==> config.mk <==
export PLATFORM = sky130hd
export DESIGN_NAME = asd_slice_cmd
export DESIGN_NICKNAME = d
export VERILOG_FILES = /design/src/asd_pkg.sv /design/src/asd_epb_scan.sv /design/src/asd_slice_cmd.sv
export SDC_FILE = /design/constraint.sdc
export NUM_CORES = 1
export LEC_CHECK = 0
export ABC_AREA = 1
export BUFFER_PORTS_ARGS = -buffer_cell sky130_fd_sc_hd__buf_2
export CAP_MARGIN = 0
export CORE_MARGIN = 1.5
export CORE_UTILIZATION = 50
export DETAILED_ROUTE_END_ITERATION = 16
export GPL_TIMING_DRIVEN = 1
export PLACE_DENSITY = 0.74
export SLEW_MARGIN = 20
export SYNTH_ARGS = -nofsm -noshare
export SYNTH_HDL_FRONTEND = slang
export SYNTH_SLANG_ARGS = --single-unit
export TNS_END_PERCENT = 10
==> constraint.sdc <==
create_clock -name clk -period 6 [get_ports clk]
set_input_delay 0.3 -clock clk [delete_from_list [all_inputs] [get_ports clk]]
set_output_delay 0.3 -clock clk [all_outputs]
set_load 0.03 [all_outputs]
==> src/asd_pkg.sv <==
package asd_pkg;
	// Command header, bits 31:16 hold type 3h, pipeline 2h, opcode 1h,
	// sub-operation A 1h and sub-operation B 8h.
	localparam logic [15:0] ASD_HDR_OPCODE = 16'h7128;
	localparam int ASD_HDR_OP_MSB = 31;
	localparam int ASD_HDR_OP_LSB = 16;
	localparam logic [11:0] ASD_HDR_LEN = 12'h004;
	localparam int ASD_HDR_LEN_MSB = 11;
	localparam int ASD_LEN_MSB = 21;
	localparam int ASD_ADDR_MSB = 28;
	// Inline word 3 field positions.
	localparam int ASD_B_METHOD = 31;
	localparam int ASD_B_LOAD = 30;
	localparam int ASD_REW_MSB = 27;
	localparam int ASD_REW_LSB = 24;
	localparam int ASD_REF_MSB = 21;
	localparam int ASD_REF_LSB = 16;
	localparam int ASD_B_EARLY = 14;
	localparam int ASD_B_MV = 12;
	localparam int ASD_B_ENTROPY = 10;
	localparam int ASD_B_MBHDR = 8;
	// Inline word 4 field positions.
	localparam int ASD_OFS_MSB = 31;
	localparam int ASD_OFS_LSB = 16;
	localparam int ASD_B_ALTSKIP = 7;
	localparam int ASD_B_HDRINC = 6;
	localparam int ASD_BIT_MSB = 2;
	// Macroblock index width.
	localparam int ASD_MB_W = 16;
	localparam logic [ASD_MB_W-1:0] ASD_MB_ZERO = 16'h0000;
	localparam logic [7:0] ASD_EPB_BYTE = 8'h03;
	localparam logic [1:0] ASD_ZERO_RUN = 2'h2;
	typedef enum logic [3:0] {
		ASD_IDLE = 4'b0000,
		ASD_LEN = 4'b0001,
		ASD_ADDR = 4'b0010,
		ASD_INL0 = 4'b0011,
		ASD_INL1 = 4'b0100,
		ASD_INL2 = 4'b0101,
		ASD_CHECK = 4'b0110,
		ASD_FILL = 4'b0111,
		ASD_DECODE = 4'b1000
	} asd_state_e;
endpackage

==> src/asd_epb_scan.sv <==
`timescale 1ns/10ps
module asd_epb_scan (
	input wire logic clk,
	input wire logic rst_n,
	input wire logic clk_en,
	input wire logic clear,
	input wire logic enable,
	input wire logic byte_take,
	input wire logic [7:0] byte_data,
	output logic is_epb,
	output logic [asd_pkg::ASD_LEN_MSB:0] epb_count
);
	import asd_pkg::*;
	logic [1:0] zero_run_reg;

	// A 03h after two zero bytes is an emulation prevention byte.
	assign is_epb = enable && (zero_run_reg == ASD_ZERO_RUN) &&
		(byte_data == ASD_EPB_BYTE);

	always_ff @(posedge clk) begin
		if (!rst_n) begin
			zero_run_reg <= 2'h0;
		end else if (clk_en) begin
			if (clear || (byte_take && is_epb)) begin
				zero_run_reg <= 2'h0;
			end else if (byte_take) begin
				if (byte_data != 8'h00) begin
					zero_run_reg <= 2'h0;
				end else if (zero_run_reg != ASD_ZERO_RUN) begin
					zero_run_reg <= zero_run_reg + 2'h1;
				end
			end
		end
	end

	always_ff @(posedge clk) begin
		if (!rst_n) begin
			epb_count <= '0;
		end else if (clk_en) begin
			if (clear) begin
				epb_count <= '0;
			end else if (byte_take && is_epb) begin
				epb_count <= epb_count + 22'h1;
			end
		end
	end
endmodule

==> src/asd_slice_cmd.sv <==
`timescale 1ns/10ps
module asd_slice_cmd (
	input wire logic clk,
	input wire logic rst_n,
	input wire logic clk_en,
	input wire logic cmd_valid,
	input wire logic [31:0] cmd_data,
	output logic cmd_ready,
	output logic cmd_reject,
	input wire logic [31:0] indirect_base,
	output logic fetch_req,
	output logic [31:0] fetch_addr,
	output logic [asd_pkg::ASD_LEN_MSB:0] fetch_len,
	input wire logic bs_valid,
	input wire logic [7:0] bs_data,
	output logic bs_ready,
	output logic dec_byte_valid,
	output logic [7:0] dec_byte_data,
	output logic dec_byte_is_data,
	input wire logic dec_byte_ready,
	output logic [2:0] slice_data_bit_offset,
	output logic [15:0] slice_data_byte_offset,
	output logic [asd_pkg::ASD_LEN_MSB:0] payload_end_index,
	output logic payload_end_valid,
	input wire logic [asd_pkg::ASD_MB_W-1:0] slice_first_macroblock_index,
	input wire logic [7:0] slice_start_column,
	input wire logic [7:0] slice_start_row,
	input wire logic [7:0] pic_width_mbs,
	input wire logic mb_pair_mode,
	input wire logic mb_done,
	input wire logic slice_done,
	output logic [asd_pkg::ASD_MB_W-1:0] running_macroblock_index,
	output logic [7:0] running_column,
	output logic [7:0] running_row,
	output logic slice_index_error,
	output logic conceal_mb_valid,
	output logic [asd_pkg::ASD_MB_W-1:0] conceal_mb_index,
	input wire logic conceal_mb_ready,
	output logic conceal_method,
	output logic [5:0] conceal_reference_select,
	output logic alt_skip_decode_enable,
	output logic slice_header_included,
	input wire logic err_mv,
	input wire logic err_entropy,
	input wire logic err_mb_header,
	input wire logic err_early_end,
	output logic sw_alert,
	output logic auto_handle,
	input wire logic ctx_switch_req,
	output logic ctx_switch_ack,
	output logic busy
);
	import asd_pkg::*;
	localparam int W = ASD_MB_W;

	asd_state_e state_reg, state_next;
	logic [ASD_LEN_MSB:0] len_reg;
	logic [ASD_ADDR_MSB:0] addr_reg;
	logic [31:0] inl3_reg;
	logic [31:0] inl4_reg;
	logic [W-1:0] decoded_reg;
	logic [W-1:0] prev_decoded_reg;
	logic [W-1:0] fill_end_reg;
	logic [ASD_LEN_MSB:0] byte_idx_reg;
	logic take;
	logic hdr_ok;
	logic len_ok;
	logic bs_take;
	logic in_header;
	logic epb_window;
	logic is_epb;
	logic [ASD_LEN_MSB:0] epb_count;
	logic [ASD_LEN_MSB:0] data_start;
	logic [W-1:0] rewind;
	logic [W-1:0] rewind_amt;
	logic [W-1:0] fill_start;
	logic load_sel;
	logic gap;

	assign take = cmd_valid && cmd_ready;
	assign cmd_ready = clk_en && (state_reg <= ASD_INL2);
	assign hdr_ok = cmd_data[ASD_HDR_OP_MSB:ASD_HDR_OP_LSB] ==
		ASD_HDR_OPCODE;
	assign len_ok = cmd_data[ASD_HDR_LEN_MSB:0] == ASD_HDR_LEN;
	assign busy = state_reg != ASD_IDLE;
	// A running command is never interrupted for a switch.
	assign ctx_switch_ack = ctx_switch_req && !busy;

	always_comb begin
		state_next = state_reg;
		unique case (state_reg)
			ASD_IDLE: begin
				if (take && hdr_ok && len_ok) begin
					state_next = ASD_LEN;
				end
			end
			ASD_LEN: begin
				if (take) begin
					state_next = ASD_ADDR;
				end
			end
			ASD_ADDR: begin
				if (take) begin
					state_next = ASD_INL0;
				end
			end
			ASD_INL0: begin
				if (take) begin
					state_next = ASD_INL1;
				end
			end
			ASD_INL1: begin
				if (take) begin
					state_next = ASD_INL2;
				end
			end
			ASD_INL2: begin
				// The sixth word is reserved and discarded.
				if (take) begin
					state_next = ASD_CHECK;
				end
			end
			ASD_CHECK: begin
				state_next = gap ? ASD_FILL : ASD_DECODE;
			end
			ASD_FILL: begin
				if (conceal_mb_ready && conceal_mb_index == fill_end_reg) begin
					state_next = ASD_DECODE;
				end
			end
			ASD_DECODE: begin
				if (slice_done) begin
					state_next = ASD_IDLE;
				end
			end
			default: begin
				state_next = ASD_IDLE;
			end
		endcase
	end

	always_ff @(posedge clk) begin
		if (!rst_n) begin
			state_reg <= ASD_IDLE;
		end else if (clk_en) begin
			state_reg <= state_next;
		end
	end

	always_ff @(posedge clk) begin
		if (!rst_n) begin
			cmd_reject <= 1'b0;
		end else if (clk_en) begin
			cmd_reject <= take && (state_reg == ASD_IDLE) &&
				!(hdr_ok && len_ok);
		end
	end

	// Inline state stays put until the next accepted command overwrites it.
	always_ff @(posedge clk) begin
		if (!rst_n) begin
			len_reg <= '0;
			addr_reg <= '0;
			inl3_reg <= 32'h0;
			inl4_reg <= 32'h0;
		end else if (clk_en && take) begin
			unique case (state_reg)
				ASD_LEN: len_reg <= cmd_data[ASD_LEN_MSB:0];
				ASD_ADDR: addr_reg <= cmd_data[ASD_ADDR_MSB:0];
				ASD_INL0: inl3_reg <= cmd_data;
				ASD_INL1: inl4_reg <= cmd_data;
				default: begin
				end
			endcase
		end
	end

	assign conceal_method = inl3_reg[ASD_B_METHOD];
	assign conceal_reference_select =
		inl3_reg[ASD_REF_MSB:ASD_REF_LSB];
	assign alt_skip_decode_enable = inl4_reg[ASD_B_ALTSKIP];
	assign slice_header_included = inl4_reg[ASD_B_HDRINC];
	assign slice_data_bit_offset = inl4_reg[ASD_BIT_MSB:0];
	// Without the header in the stream the offset is forced to zero, so a
	// stale value from the issuer cannot shift the data.
	assign slice_data_byte_offset = slice_header_included ?
		inl4_reg[ASD_OFS_MSB:ASD_OFS_LSB] : 16'h0000;
	assign load_sel = inl3_reg[ASD_B_LOAD];

	// Rewind is scaled for pair mode and capped by the previous slice.
	assign rewind = {12'h000, inl3_reg[ASD_REW_MSB:ASD_REW_LSB]};
	always_comb begin
		rewind_amt = mb_pair_mode ? {rewind[W-2:0], 1'b0} : rewind;
		if (prev_decoded_reg < rewind_amt) begin
			rewind_amt = prev_decoded_reg;
		end
		if (rewind_amt > running_macroblock_index) begin
			rewind_amt = running_macroblock_index;
		end
	end
	assign fill_start = running_macroblock_index - rewind_amt;
	assign gap = !load_sel &&
		(slice_first_macroblock_index > running_macroblock_index);

	always_ff @(posedge clk) begin
		if (!rst_n) begin
			running_macroblock_index <= ASD_MB_ZERO;
			running_column <= 8'h00;
			running_row <= 8'h00;
		end else if (clk_en) begin
			if (state_reg == ASD_CHECK && load_sel) begin
				running_macroblock_index <= slice_first_macroblock_index;
				running_column <= slice_start_column;
				running_row <= slice_start_row;
			end else if (state_reg == ASD_CHECK &&
				slice_first_macroblock_index < running_macroblock_index) begin
				running_macroblock_index <=
					slice_first_macroblock_index;
			end else if (state_reg == ASD_FILL && state_next == ASD_DECODE) begin
				running_macroblock_index <= slice_first_macroblock_index;
			end else if (state_reg == ASD_DECODE && mb_done) begin
				running_macroblock_index <= running_macroblock_index + 16'h1;
				if (running_column + 8'h01 >= pic_width_mbs) begin
					running_column <= 8'h00;
					running_row <= running_row + 8'h01;
				end else begin
					running_column <= running_column + 8'h01;
				end
			end
		end
	end

	always_ff @(posedge clk) begin
		if (!rst_n) begin
			slice_index_error <= 1'b0;
		end else if (clk_en && state_reg == ASD_CHECK) begin
			slice_index_error <= !load_sel &&
				(slice_first_macroblock_index !=
				running_macroblock_index);
		end
	end

	always_ff @(posedge clk) begin
		if (!rst_n) begin
			decoded_reg <= ASD_MB_ZERO;
			prev_decoded_reg <= ASD_MB_ZERO;
		end else if (clk_en) begin
			if (state_reg == ASD_DECODE && slice_done) begin
				prev_decoded_reg <= decoded_reg + {15'h0000, mb_done};
				decoded_reg <= ASD_MB_ZERO;
			end else if (state_reg == ASD_DECODE && mb_done) begin
				decoded_reg <= decoded_reg + 16'h1;
			end
		end
	end

	always_ff @(posedge clk) begin
		if (!rst_n) begin
			conceal_mb_valid <= 1'b0;
			conceal_mb_index <= ASD_MB_ZERO;
			fill_end_reg <= ASD_MB_ZERO;
		end else if (clk_en) begin
			if (state_reg == ASD_CHECK && gap) begin
				conceal_mb_valid <= 1'b1;
				conceal_mb_index <= fill_start;
				fill_end_reg <= slice_first_macroblock_index - 16'h1;
			end else if (state_reg == ASD_FILL && conceal_mb_ready) begin
				conceal_mb_index <= conceal_mb_index + 16'h1;
				conceal_mb_valid <= conceal_mb_index != fill_end_reg;
			end
		end
	end

	always_ff @(posedge clk) begin
		if (!rst_n) begin
			fetch_req <= 1'b0;
			fetch_addr <= 32'h0;
			fetch_len <= '0;
		end else if (clk_en) begin
			fetch_req <= 1'b0;
			if (state_reg != ASD_DECODE && state_next == ASD_DECODE &&
				len_reg != '0) begin
				fetch_req <= 1'b1;
				fetch_addr <= indirect_base + {3'h0, addr_reg};
				fetch_len <= len_reg;
			end
		end
	end

	// Bytes pass straight to the decoder; nothing is buffered here.
	assign bs_ready = clk_en && state_reg == ASD_DECODE &&
		byte_idx_reg < len_reg && dec_byte_ready;
	assign bs_take = bs_valid && bs_ready;
	assign dec_byte_valid = bs_valid && bs_ready;
	assign dec_byte_data = bs_data;
	assign in_header = slice_header_included && byte_idx_reg < data_start;
	assign epb_window = slice_header_included && byte_idx_reg <= data_start;
	assign data_start = {6'h00, slice_data_byte_offset} + epb_count;
	assign dec_byte_is_data = !(in_header || is_epb);

	asd_epb_scan u_epb (
		.clk(clk),
		.rst_n(rst_n),
		.clk_en(clk_en),
		.clear(fetch_req),
		.enable(epb_window),
		.byte_take(bs_take),
		.byte_data(bs_data),
		.is_epb(is_epb),
		.epb_count(epb_count)
	);

	// Trailing zero padding never moves the end marker.
	always_ff @(posedge clk) begin
		if (!rst_n) begin
			byte_idx_reg <= '0;
			payload_end_index <= '0;
			payload_end_valid <= 1'b0;
		end else if (clk_en) begin
			if (fetch_req) begin
				byte_idx_reg <= '0;
				payload_end_index <= '0;
				payload_end_valid <= 1'b0;
			end else if (bs_take) begin
				byte_idx_reg <= byte_idx_reg + 22'h1;
				if (bs_data != 8'h00) begin
					payload_end_index <= byte_idx_reg;
				end
				payload_end_valid <= byte_idx_reg + 22'h1 == len_reg;
			end
		end
	end

	always_ff @(posedge clk) begin
		if (!rst_n) begin
			sw_alert <= 1'b0;
			auto_handle <= 1'b0;
		end else if (clk_en) begin
			sw_alert <= busy && (
				(err_early_end && inl3_reg[ASD_B_EARLY]) ||
				(err_mv && inl3_reg[ASD_B_MV]) ||
				(err_entropy && inl3_reg[ASD_B_ENTROPY]) ||
				(err_mb_header && inl3_reg[ASD_B_MBHDR]));
			auto_handle <= busy && (
				(err_early_end && !inl3_reg[ASD_B_EARLY]) ||
				(err_mv && !inl3_reg[ASD_B_MV]) ||
				(err_entropy && !inl3_reg[ASD_B_ENTROPY]) ||
				(err_mb_header && !inl3_reg[ASD_B_MBHDR]));
		end
	end
endmodule

Word-level counts from Yosys, hierarchy flattened
Cells that the tools add are included.
{"block": "op_classes", "add_sub_neg": 13, "mul": 0, "n_div": 0, "magnitude_cmp": 9, "eq_ne": 21, "shift": 0, "muxes": 48, "bitwise_logic": 0, "reduce_logical": 87}
{"cell": "2-to-1 mux 16 bit", "count": 11}
{"cell": "2-to-1 mux 22 bit", "count": 7}
{"cell": "2-to-1 mux 8 bit", "count": 10}
{"cell": "adder 16 x 1 -> 16 bit, second input constant", "count": 3}
{"cell": "adder 22 x 1 -> 22 bit, second input constant", "count": 2}
{"cell": "< comparator 22 bit", "count": 2}
{"cell": "logical AND 1 bit", "count": 41}
{"cell": "2-to-1 mux 4 bit", "count": 9}
{"cell": "one-hot mux 4 bit (9 select lines)", "count": 1}
{"cell": "adder 32 x 29 -> 32 bit", "count": 1}
{"cell": "> comparator 16 bit", "count": 2}
{"cell": "inequality test 16 bit", "count": 2}
{"cell": "AND reduction 2 bit", "count": 12}
{"cell": "adder 16 x 22 -> 22 bit", "count": 1}
{"cell": "== test 22 bit", "count": 1}
{"cell": "less-or-equal comparator 22 bit", "count": 1}
{"cell": "nonzero test 22 bit", "count": 1}
{"cell": "adder 16 x 1 -> 16 bit", "count": 1}
{"cell": "adder 8 x 1 -> 8 bit, second input constant", "count": 2}
{"cell": "== test 16 x 15 -> 1 bit, second input constant", "count": 1}
{"cell": "== test 16 bit", "count": 1}
{"cell": "== test 4 x 3 -> 1 bit, second input constant", "count": 4}
{"cell": "< comparator 16 bit", "count": 1}
{"cell": "< comparator 16 x 5 -> 1 bit", "count": 1}
{"cell": "26 further kinds", "count": 60}
{"block": "word_totals", "ff_bits": 344, "latchBits": 0, "mem_bits_rw": 0, "mem_bits_ro": 0, "input_bits": 127, "wordCells": 203, "mem_count": 0}

Depth between registers and ports, before layout
Gate-level depths: netlist of the first run.
{"block": "depth", "ltp_word": 12, "mapped_depth": 39, "depth_no_buf": 38}

Cells and area by module
Synthesis of the first run repeated with hierarchy kept, for this count alone.
{"block": "hier_totals", "cells_unflattened": 3252, "hier_area_um2": 21540.7}
{"module": "asd_slice_cmd", "n_inst": 1, "cells_each": 2999, "area_per_inst_um2": 19935.4}
{"module": "asd_epb_scan", "n_inst": 1, "cells_each": 253, "area_per_inst_um2": 1605.3}

Worst setup path after synthesis of the first run
Ideal clock, no wire load.
{"block": "synth_path", "path_kind": "input to register", "start": "input mb_pair_mode", "end": "register conceal_mb_index[12] in the netlist's numbering", "arrival_time_ns": 4.474, "t_required_ns": 5.930, "path_slack_ns": 1.456, "path_stages": 38, "path_buffers": 2, "cell_sequence": "clkbuf_1 nand2_1 o21ai_0 ha_1 o31ai_1 nand2_1 nand3_1 nand2_1 nand2_1 nand4_1 nor2_1 a21oi_1 ha_1 inv_1 nor2_1 nor2_1 o21ai_0 nand2_1 [2 not listed] nand2_1 nand2_1 inv_1 clkbuf_1 nand2_1 o21ai_0 ha_1 inv_1 fa_1 nand3_1 nand2_1 nand2_1 nand3_1 a21boi_0 o21ai_0 a21oi_1 o21ai_0 a21oi_1"}
{"block": "synth_via", "elab_chain_len": 7}
{"element": "start: declaration", "line_no": "asd_slice_cmd.sv:29", "text": "input wire logic mb_pair_mode,"}
{"element": "2-to-1 mux 5 bit *", "line_no": "asd_slice_cmd.sv:193", "text": "rewind_amt = mb_pair_mode ? {rewind[W-2:0], 1'b0} : rewind;"}
{"element": "< comparator 16 x 5 -> 1 bit", "line_no": "asd_slice_cmd.sv:194", "text": "if (prev_decoded_reg < rewind_amt) begin"}
{"element": "2-to-1 mux 16 bit *", "line_no": "asd_slice_cmd.sv:194"}
{"element": "> comparator 16 bit", "line_no": "asd_slice_cmd.sv:197", "text": "if (rewind_amt > running_macroblock_index) begin"}
{"element": "2-to-1 mux 16 bit *", "line_no": "asd_slice_cmd.sv:197"}
{"element": "subtractor 16 bit *", "line_no": "asd_slice_cmd.sv:201", "text": "assign fill_start = running_macroblock_index - rewind_amt;"}
{"element": "2-to-1 mux 16 bit *", "line_no": "asd_slice_cmd.sv:263", "text": "if (state_reg == ASD_CHECK && gap) begin"}
{"element": "end signal: assignment", "line_no": "asd_slice_cmd.sv:265", "text": "conceal_mb_index <= fill_start;"}
{"element": "end signal: assignment", "line_no": "asd_slice_cmd.sv:268", "text": "conceal_mb_index <= conceal_mb_index + 16'h1;"}
{"element": "end: declaration", "line_no": "asd_slice_cmd.sv:37", "text": "output logic [asd_pkg::ASD_MB_W-1:0] conceal_mb_index,"}
Every way passes the cells marked *; elsewhere a longest branch is shown, timed or not.
A chain may end at the register's enable or synchronous reset.

Worst setup path after layout of the first run
{"block": "layout_path", "start": "register inl3_reg[24]", "end": "register conceal_mb_index[12] in the netlist's numbering"}
{"block": "layout_via", "elab_chain_len": 7}
{"element": "start: declaration", "line_no": "asd_slice_cmd.sv:59", "text": "logic [31:0] inl3_reg;"}
{"element": "start signal: assignment", "line_no": "asd_slice_cmd.sv:170", "text": "ASD_INL0: inl3_reg <= cmd_data;"}
{"element": "2-to-1 mux 5 bit *", "line_no": "asd_slice_cmd.sv:193"}
{"element": "< comparator 16 x 5 -> 1 bit", "line_no": "asd_slice_cmd.sv:194"}
{"element": "2-to-1 mux 16 bit *", "line_no": "asd_slice_cmd.sv:194"}
{"element": "> comparator 16 bit", "line_no": "asd_slice_cmd.sv:197"}
{"element": "2-to-1 mux 16 bit *", "line_no": "asd_slice_cmd.sv:197"}
{"element": "subtractor 16 bit *", "line_no": "asd_slice_cmd.sv:201"}
{"element": "2-to-1 mux 16 bit *", "line_no": "asd_slice_cmd.sv:263"}
Marks and branches as above.

==> impl_metrics.yaml, run 1 <==
status:
  outcome: "completed"
worst_setup_path:
  critPathTopFamily: "compound AO/OA/AOI/OAI gates"
  rr_startpoint: "inl3_reg[24]"
  reg2regPathDepth: 35
  arrival_ps: 5600
  endpoint_kind: "flip-flop"
  critPathBufInv: 4
  setup.worst_path.start_class: "flip-flop"
  path_class: "flip-flop to flip-flop"
  crit_path_max_fanout: 20
  r2r-end: "conceal_mb_index[12]"
  cp.depth: 35
  reg2reg_slack_ps: 890
  max_stage_delay_ps: 410
  cp_slowest_cell: "fa_1"
  cpMostUsedCell: "nand2_1"
  worstPathRequired_ps: 6490
clock_network:
  cts-root-buf: "clkbuf_16"
  postCtsSetupBuffers: 0
  clock-sinks: 317
  clkTransAtPathRegs_ps: 60
  cts_made_buffers: 38
  clock_latency_ps: 580
  clock_path_buffers: 3
  h-tree-depth: 2
  cts_tree: "yes"
sta:
  rsz0062_at_grt: "no"
  max_freq_ghz: 0.196
  fin_crit_sh_pct: 85.1
  finalHoldViolations: 0
  clock_skew_ps: 28.9
  setup-tns-final_ps: 0
  worst_pin_slew_ps: 996
  period_needed_ps: 5110
  setup_violations: 0
  slew_viol_final: 0
  slew_headroom_pct: 33.6
yosys:
  synth.avg_cell_area_sq_um: 6.64
  synth_area_sq_um: 21200
  synth-seq-cells: 317
  synth-compound-area-share_pct: 16.4
  synth-simple-area-share_pct: 29.2
  async_reset_ff_share_pct: 0
  ys_types: 60
  synth_fa_ha_area_share_pct: 9.69
  synth_ff_type: "dfxtp_1"
  synth_warnings: 0
  ys_seq_area_share_pct: 30.0
  netlist_instances: 3186
  synth_xor_xnor_area_share_pct: 5.70
  synth_top_family_by_area: "simple AND/OR/NAND/NOR gates"
  synth_edf_count: 0
  synth.area.mux_share_pct: 0
cells_and_area:
  drive_above_1_share_pct: 12.0
  post-route-util_pct: 57.9
  largest_reg_flops: 32
  design_area_sq_um: 24200
  layout.nets: 3708
  syn2layout_area_growth_pct: 14.5
global_routing:
  overflow: 0
  grt_pass1_vias: 19835
  grt.total_usage_pct: 29.4
  grt_first_pass_wirelength_mm: 103
  grt_max_degree: 111
  grt_antenna_before_repair: 6
floorplanning:
  die_h_um: 209
  io_pins: 300
  die_x_um: 209
  die-area_sq_um: 43600
  start_util_pct: 50.5
  core_sq_um: 41900
  num_rows: 75
worst_hold_path:
  holdPathStages: 3
  hold_end: "running_row[7]"
  hold_path_class: "input pin to flip-flop"
  min_from: "slice_start_row[7]"
detailed_routing:
  drt_wl_total_mm: 65.3
  first_iter_violations: 1718
  num_vias: 21850
  drtAntennaViolNets: 0
  drc_errors: 0
  post_drt_via_cell_ratio: 5.47
  wl_per_cell_um: 16.3
  dr.pass1.iters: 6
placed_design:
  portBuffers: 299
  dp_hpwl_mm: 50.1
  placed_cell_area_sq_um: 22800
  routabilityCongestion: 0.969
pwr:
  power_density_nw_per_um2: 216
  p_leak_nw: 11.5
  peakVddDrop_uv: 251
  p_total_w: 0.00524
flow_run:
  cap_violations: 0
-- cells in the final DEF, fill, tap and decap left out, types with 12 or more instances in the layout --
master	count
a21oi_1	274
a31oi_1	19
buf_2	298
clkbuf_16	38
dfxtp_1	317
ha_1	159
inv_1	321
inv_2	12
nand2_1	650
nand3_1	161
nand4_1	90
nor2_1	435
nor3_1	55
nor4_1	15
o211ai_1	21
o21ai_0	277
xnor2_1	25
xor2_1	110
-- report_power, final --
| group | switching, W | total, W | internal, W |
|---|---|---|---|
| clock network | 0.000963 | 0.00250 | 0.00154 |
| registers | 0.0000249 | 0.00215 | 0.00213 |
| logic | 0.000385 | 0.000581 | 0.000196 |
-- worst min-delay path, cell delays in order --
cell and delay [ps]:
buf_2 100, nand2_1 50, a31oi_1 80
-- through the flow --
step | hold WS (ps) | std cells | worst slack [ps]
3_5_place_dp | 451 | 3912 | 756
6_report | 27.5 | 3992 | 895
3_3_place_gp | 443 | 3912 | 846
2_1_floorplan | 390 | 3196 | 1460
4_1_cts | 8.80 | 3988 | 888
5_1_grt | 36.2 | 3991 | 103
-- repair_timing --
action,CTS,global route
hold buffers,6,0
endpoints found under the hold margin,6,0
endpoints found under the setup margin,0,1
gates resized for setup,0,1
-- cell usage after synthesis (2+ instances only) --
cell / instances / area share, %
nand2_1: 650 / 12
nor4_1: 15 / 0.44
dfxtp_1: 317 / 30
nor3_1: 55 / 1.3
buf_2: 23 / 0.54
o21ai_0: 277 / 6.6
buf_6: 3 / 0.16
o21bai_1: 10 / 0.35
inv_1: 324 / 5.7
o22ai_1: 2 / 0.059
a22oi_1: 6 / 0.21
nand3b_1: 11 / 0.39
ha_1: 159 / 9.4
and3_1: 4 / 0.12
nand3_2: 2 / 0.095
clkbuf_1: 75 / 1.3
nor3b_1: 2 / 0.071
fa_1: 3 / 0.28
o31ai_1: 3 / 0.11
inv_2: 10 / 0.18
nor2_4: 2 / 0.11
buf_4: 27 / 0.96
nor2_1: 435 / 7.7
nand2_2: 3 / 0.089
a21o_1: 7 / 0.25
a31oi_1: 19 / 0.56
o21ai_1: 6 / 0.14
xnor2_1: 25 / 1.0
a21boi_0: 3 / 0.11
xor2_1: 110 / 4.6
nand4_1: 90 / 2.7
buf_1: 4 / 0.071
o21a_1: 5 / 0.18
a21oi_1: 274 / 6.5
nand3_1: 161 / 3.8
o211ai_1: 21 / 0.75
nor2_2: 7 / 0.21
and2_1: 3 / 0.089
a211oi_1: 6 / 0.21
or2_2: 7 / 0.21
-- cells by family after synthesis --
family,Yosys count
simple gates,1453
compound gates,649
buf+inv,468
flops,317
fa+ha+maj,162
xor+xnor,136
other cells,1
-- worst max-delay path by stage --
stage,from,end,slack [ps]
2_1_floorplan,mb_pair_mode,conceal_mb_index[12],1460
3_3_place_gp,mb_pair_mode,conceal_mb_index[12],850
3_5_place_dp,mb_pair_mode,conceal_mb_index[12],760
4_1_cts,inl3_reg[24],conceal_mb_index[12],890
5_1_grt,inl3_reg[24],conceal_mb_index[12],100
6_report,inl3_reg[24],conceal_mb_index[12],890
-- layer usage --
| metal | routed length, um | global-route usage (%) |
|---|---|---|
| met2 | 28900 | 46.5 |
| met3 | 4660 | 4.96 |
| met1 | 28700 | 38.7 |
| met5 | 20 | 0 |
| met4 | 2970 | 14.7 |
-- layout make-up --
| class | instances | area, sq um |
|---|---|---|
| fill | 4192 | 17600 |
| multi-input combinational | 2411 | 12900 |
| sequential | 317 | 6350 |
| timing repair buffer | 315 | 1640 |
| inverter | 336 | 1270 |
| clock buffer | 51 | 1050 |
| tap | 539 | 674 |
| clock inverter | 19 | 299 |
| antenna | 4 | 10.0 |
Note: power is estimated with default switching activity, not from simulation.
==> inputs of run 2 (changes only) <==
Settings changed: ABC_AREA 1 to not set.
==> run 2 against run 1 <==
  * Hold slack worse by 1.5 ps
  * Setup slack worse by 590 ps
  * First-iteration DRC count rose by 1.3%
  * Wire length grew 1.4%
  * Global-route usage increased by 1.1 points
  * Clock skew down 6.3 ps
  * Cell count fell by 14%
  * Critical endpoint is now u_epb.epb_count[7]
==> impl_metrics.yaml, run 2 <==
yosys:
  ys_types: 82
  ys_seq_area_share_pct: 31.0
  netlist.area_leader.share_pct: 31.0
  synth_edf_count: 0
  synth-seq-cells: 317
  synth_commonest_cells: "390 x nand2_1, 317 x dfxtp_1, 283 x a21oi_1"
  synth_ff_type: "dfxtp_1"
  synth_area_sq_um: 20400
  yosys-top-cells-area: "dfxtp_1 31%, ha_1 9.7%, nand2_1 7.2%"
  netlist_instances: 2661
  synth_warnings: 0
  async_reset_ff_share_pct: 0
  synth_top_cell_by_area: "dfxtp_1"
  synth_most_common_cell: "nand2_1"
  synth.avg_cell_area_sq_um: 7.68
sta:
  worst_pin_slew_ps: 1140
  finalHoldViolations: 0
  setup_violations: 0
  period_needed_ps: 5690
  clock_skew_ps: 22.7
  max_freq_ghz: 0.176
  whs_ps: 26.0
  fin_ws_ps: 306
  slew_viol_final: 0
  rsz0062_at_grt: "no"
  setup-tns-final_ps: 0
  slew_headroom_pct: 23.6
  fin_crit_sh_pct: 94.9
global_routing:
  grt_max_degree: 114
  overflow: 0
  grt_antenna_before_repair: 1
  grt_pass1_vias: 19514
  grt.total_usage_pct: 30.5
  grt_first_pass_wirelength_mm: 103
worst_setup_path:
  max_stage_delay_ps: 540
  worstPathRequired_ps: 6460
  endpoint_kind: "flip-flop"
  path_class: "flip-flop to flip-flop"
  critPathTopFamily: "compound AO/OA/AOI/OAI gates"
  crit_path_max_fanout: 21
  crit_chain: "buf_4 > and2_1 > ha_1 > nand2_1 > o21ai_0 > o21ai_0 > a211oi_1 > a31oi_1 > a21oi_1 > a41oi_1 > xor2_1 > ha_1 > and4_1 > a221o_1 > a221oi_2 > a31oi_1 > o31a_2 > or4_1 > a21oi_1"
  arrival_ps: 6150
  cp_slowest_cell: "or4_1"
  critPathBufInv: 1
  setup.worst_path.start_class: "flip-flop"
clock_network:
  clock_path_buffers: 3
  clock_latency_ps: 560
  cts_made_buffers: 37
  cts-root-buf: "clkbuf_16"
  clock-sinks: 317
  clkTransAtPathRegs_ps: 70
  h-tree-depth: 2
  cts_tree: "yes"
  postCtsSetupBuffers: 0
detailed_routing:
  num_vias: 20761
  dr.pass1.iters: 5
  drt_wl_total_mm: 66.2
  drc_errors: 0
  post_drt_via_cell_ratio: 6.02
  first_iter_violations: 1741
  wl_per_cell_um: 19.2
  drtAntennaViolNets: 0
pwr:
  power_density_nw_per_um2: 204
  p_leak_nw: 9.68
  peakVddDrop_uv: 218
status:
  outcome: "completed"
floorplanning:
  io_pins: 300
  die-area_sq_um: 42100
  die_h_um: 205
  core_sq_um: 40000
  start_util_pct: 51.1
  num_rows: 73
  die_x_um: 205
placed_design:
  pre_cts_slack_ps: 171
  portBuffers: 299
  dp_hpwl_mm: 48.8
  placed_cell_area_sq_um: 22200
  routabilityCongestion: 0.927
cells_and_area:
  largest_reg_flops: 32
  syn2layout_area_growth_pct: 15.5
  drive_above_1_share_pct: 15.0
  register_area_sq_um: 6350
  design_area_sq_um: 23600
  num-fill-cells: 3661
  diodes: 0
  multi_input_area_sq_um: 13200
  most-common-layout-cells: "390 x nand2_1, 317 x dfxtp_1, 299 x buf_2"
  layout.nets: 3182
  post-route-util_pct: 59.0
  layout_commonest_cell: "nand2_1"
flow_run:
  cap_violations: 0
worst_hold_path:
  hold_path_class: "input pin to flip-flop"
run 2: changes by cell type in the layout (fill, tap and decap cells not counted), sizes merged, moves of 48 or more:
cell / previous run / this run
xor2: 110 / 58
xnor2: 25 / 73
nand3: 163 / 77
nor2: 444 / 224
nand2: 654 / 390
inv: 335 / 103
o21ai: 283 / 115
nand4: 90 / 41
run 2: where the power goes:
group / leakage, nW / internal (W) / total [W] / switching [W]
sequential: 2.55 / 0.00212 / 0.00213 / 0.0000156
combinational: 6.54 / 0.000128 / 0.000388 / 0.000260
clock: 0.593 / 0.00133 / 0.00231 / 0.000976
run 2: through the flow:
stage,power [W],std cells
after floorplan,0.00240,2671
after global placement,0.00255,3369
after detailed placement,0.00255,3369
after CTS,0.00485,3446
after global routing,0.00498,3446
final,0.00483,3446
run 2: final cells by class:
type / count / area share, %
multi-input combinational: 2101 / 55.9
clock inverter: 18 / 0.768
sequential: 317 / 26.9
clock buffer: 49 / 4.45
inverter: 102 / 1.64
tap: 525 / 2.78
timing repair buffer: 334 / 7.57
run 2: per-layer routing:
metal | vias up | share of wire, % | GRT usage, %
met3 | 180 | 7.7 | 5.35
li1 | 9973 | - | -
met4 | 2 | 3.6 | 12.7
met1 | 9807 | 42 | 39.5
met5 | - | 0.020 | 0
met2 | 799 | 46 | 50.0
run 2: kinds of logic (layout without fill, tap and decap cells):
logic type,count (synthesis),after routing,share of synthesized area [%]
AO/OA/AOI/OAI,709,709,21.9
XOR/XNOR,131,131,5.61
adder cells (fa/ha/maj),162,162,10.0
buffers and inverters,253,503,5.04
flip-flops,317,317,31.0
multiplexers,45,45,2.21
other,1,11,0.0183
AND/OR/NAND/NOR,1043,1043,24.2
run 2: worst register-to-register path, cell delays in order, from the launching register on:
cell and delay (ps):
dfxtp_1 380, buf_4 200, and2_1 180, ha_1 350
nand2_1 70, o21ai_0 280, o21ai_0 250, a211oi_1 340
a31oi_1 190, a21oi_1 320, a41oi_1 190, xor2_1 240
ha_1 290, and4_1 220, a221o_1 370, a221oi_2 310
a31oi_1 220, o31a_2 490, or4_1 550, a21oi_1 160
run 2: path summary, 6_finish.rpt:
check / start / endpoint / slack, ps / depth (start not counted)
setup / recovery: inl4_reg[6] / u_epb.epb_count[7] / 310 / 19
hold reg to reg: fetch_addr[16] / fetch_addr[16] / 460 / 2
hold / removal: cmd_data[7] / inl4_reg[7] / 30 / 3
setup reg to reg: inl4_reg[6] / u_epb.epb_count[7] / 310 / 19
run 2: what timing repair did:
action	CTS	global route
hold endpoints to repair	14	0
setup endpoints to repair	0	18
hold buffers	10	0
resized for setup	0	6
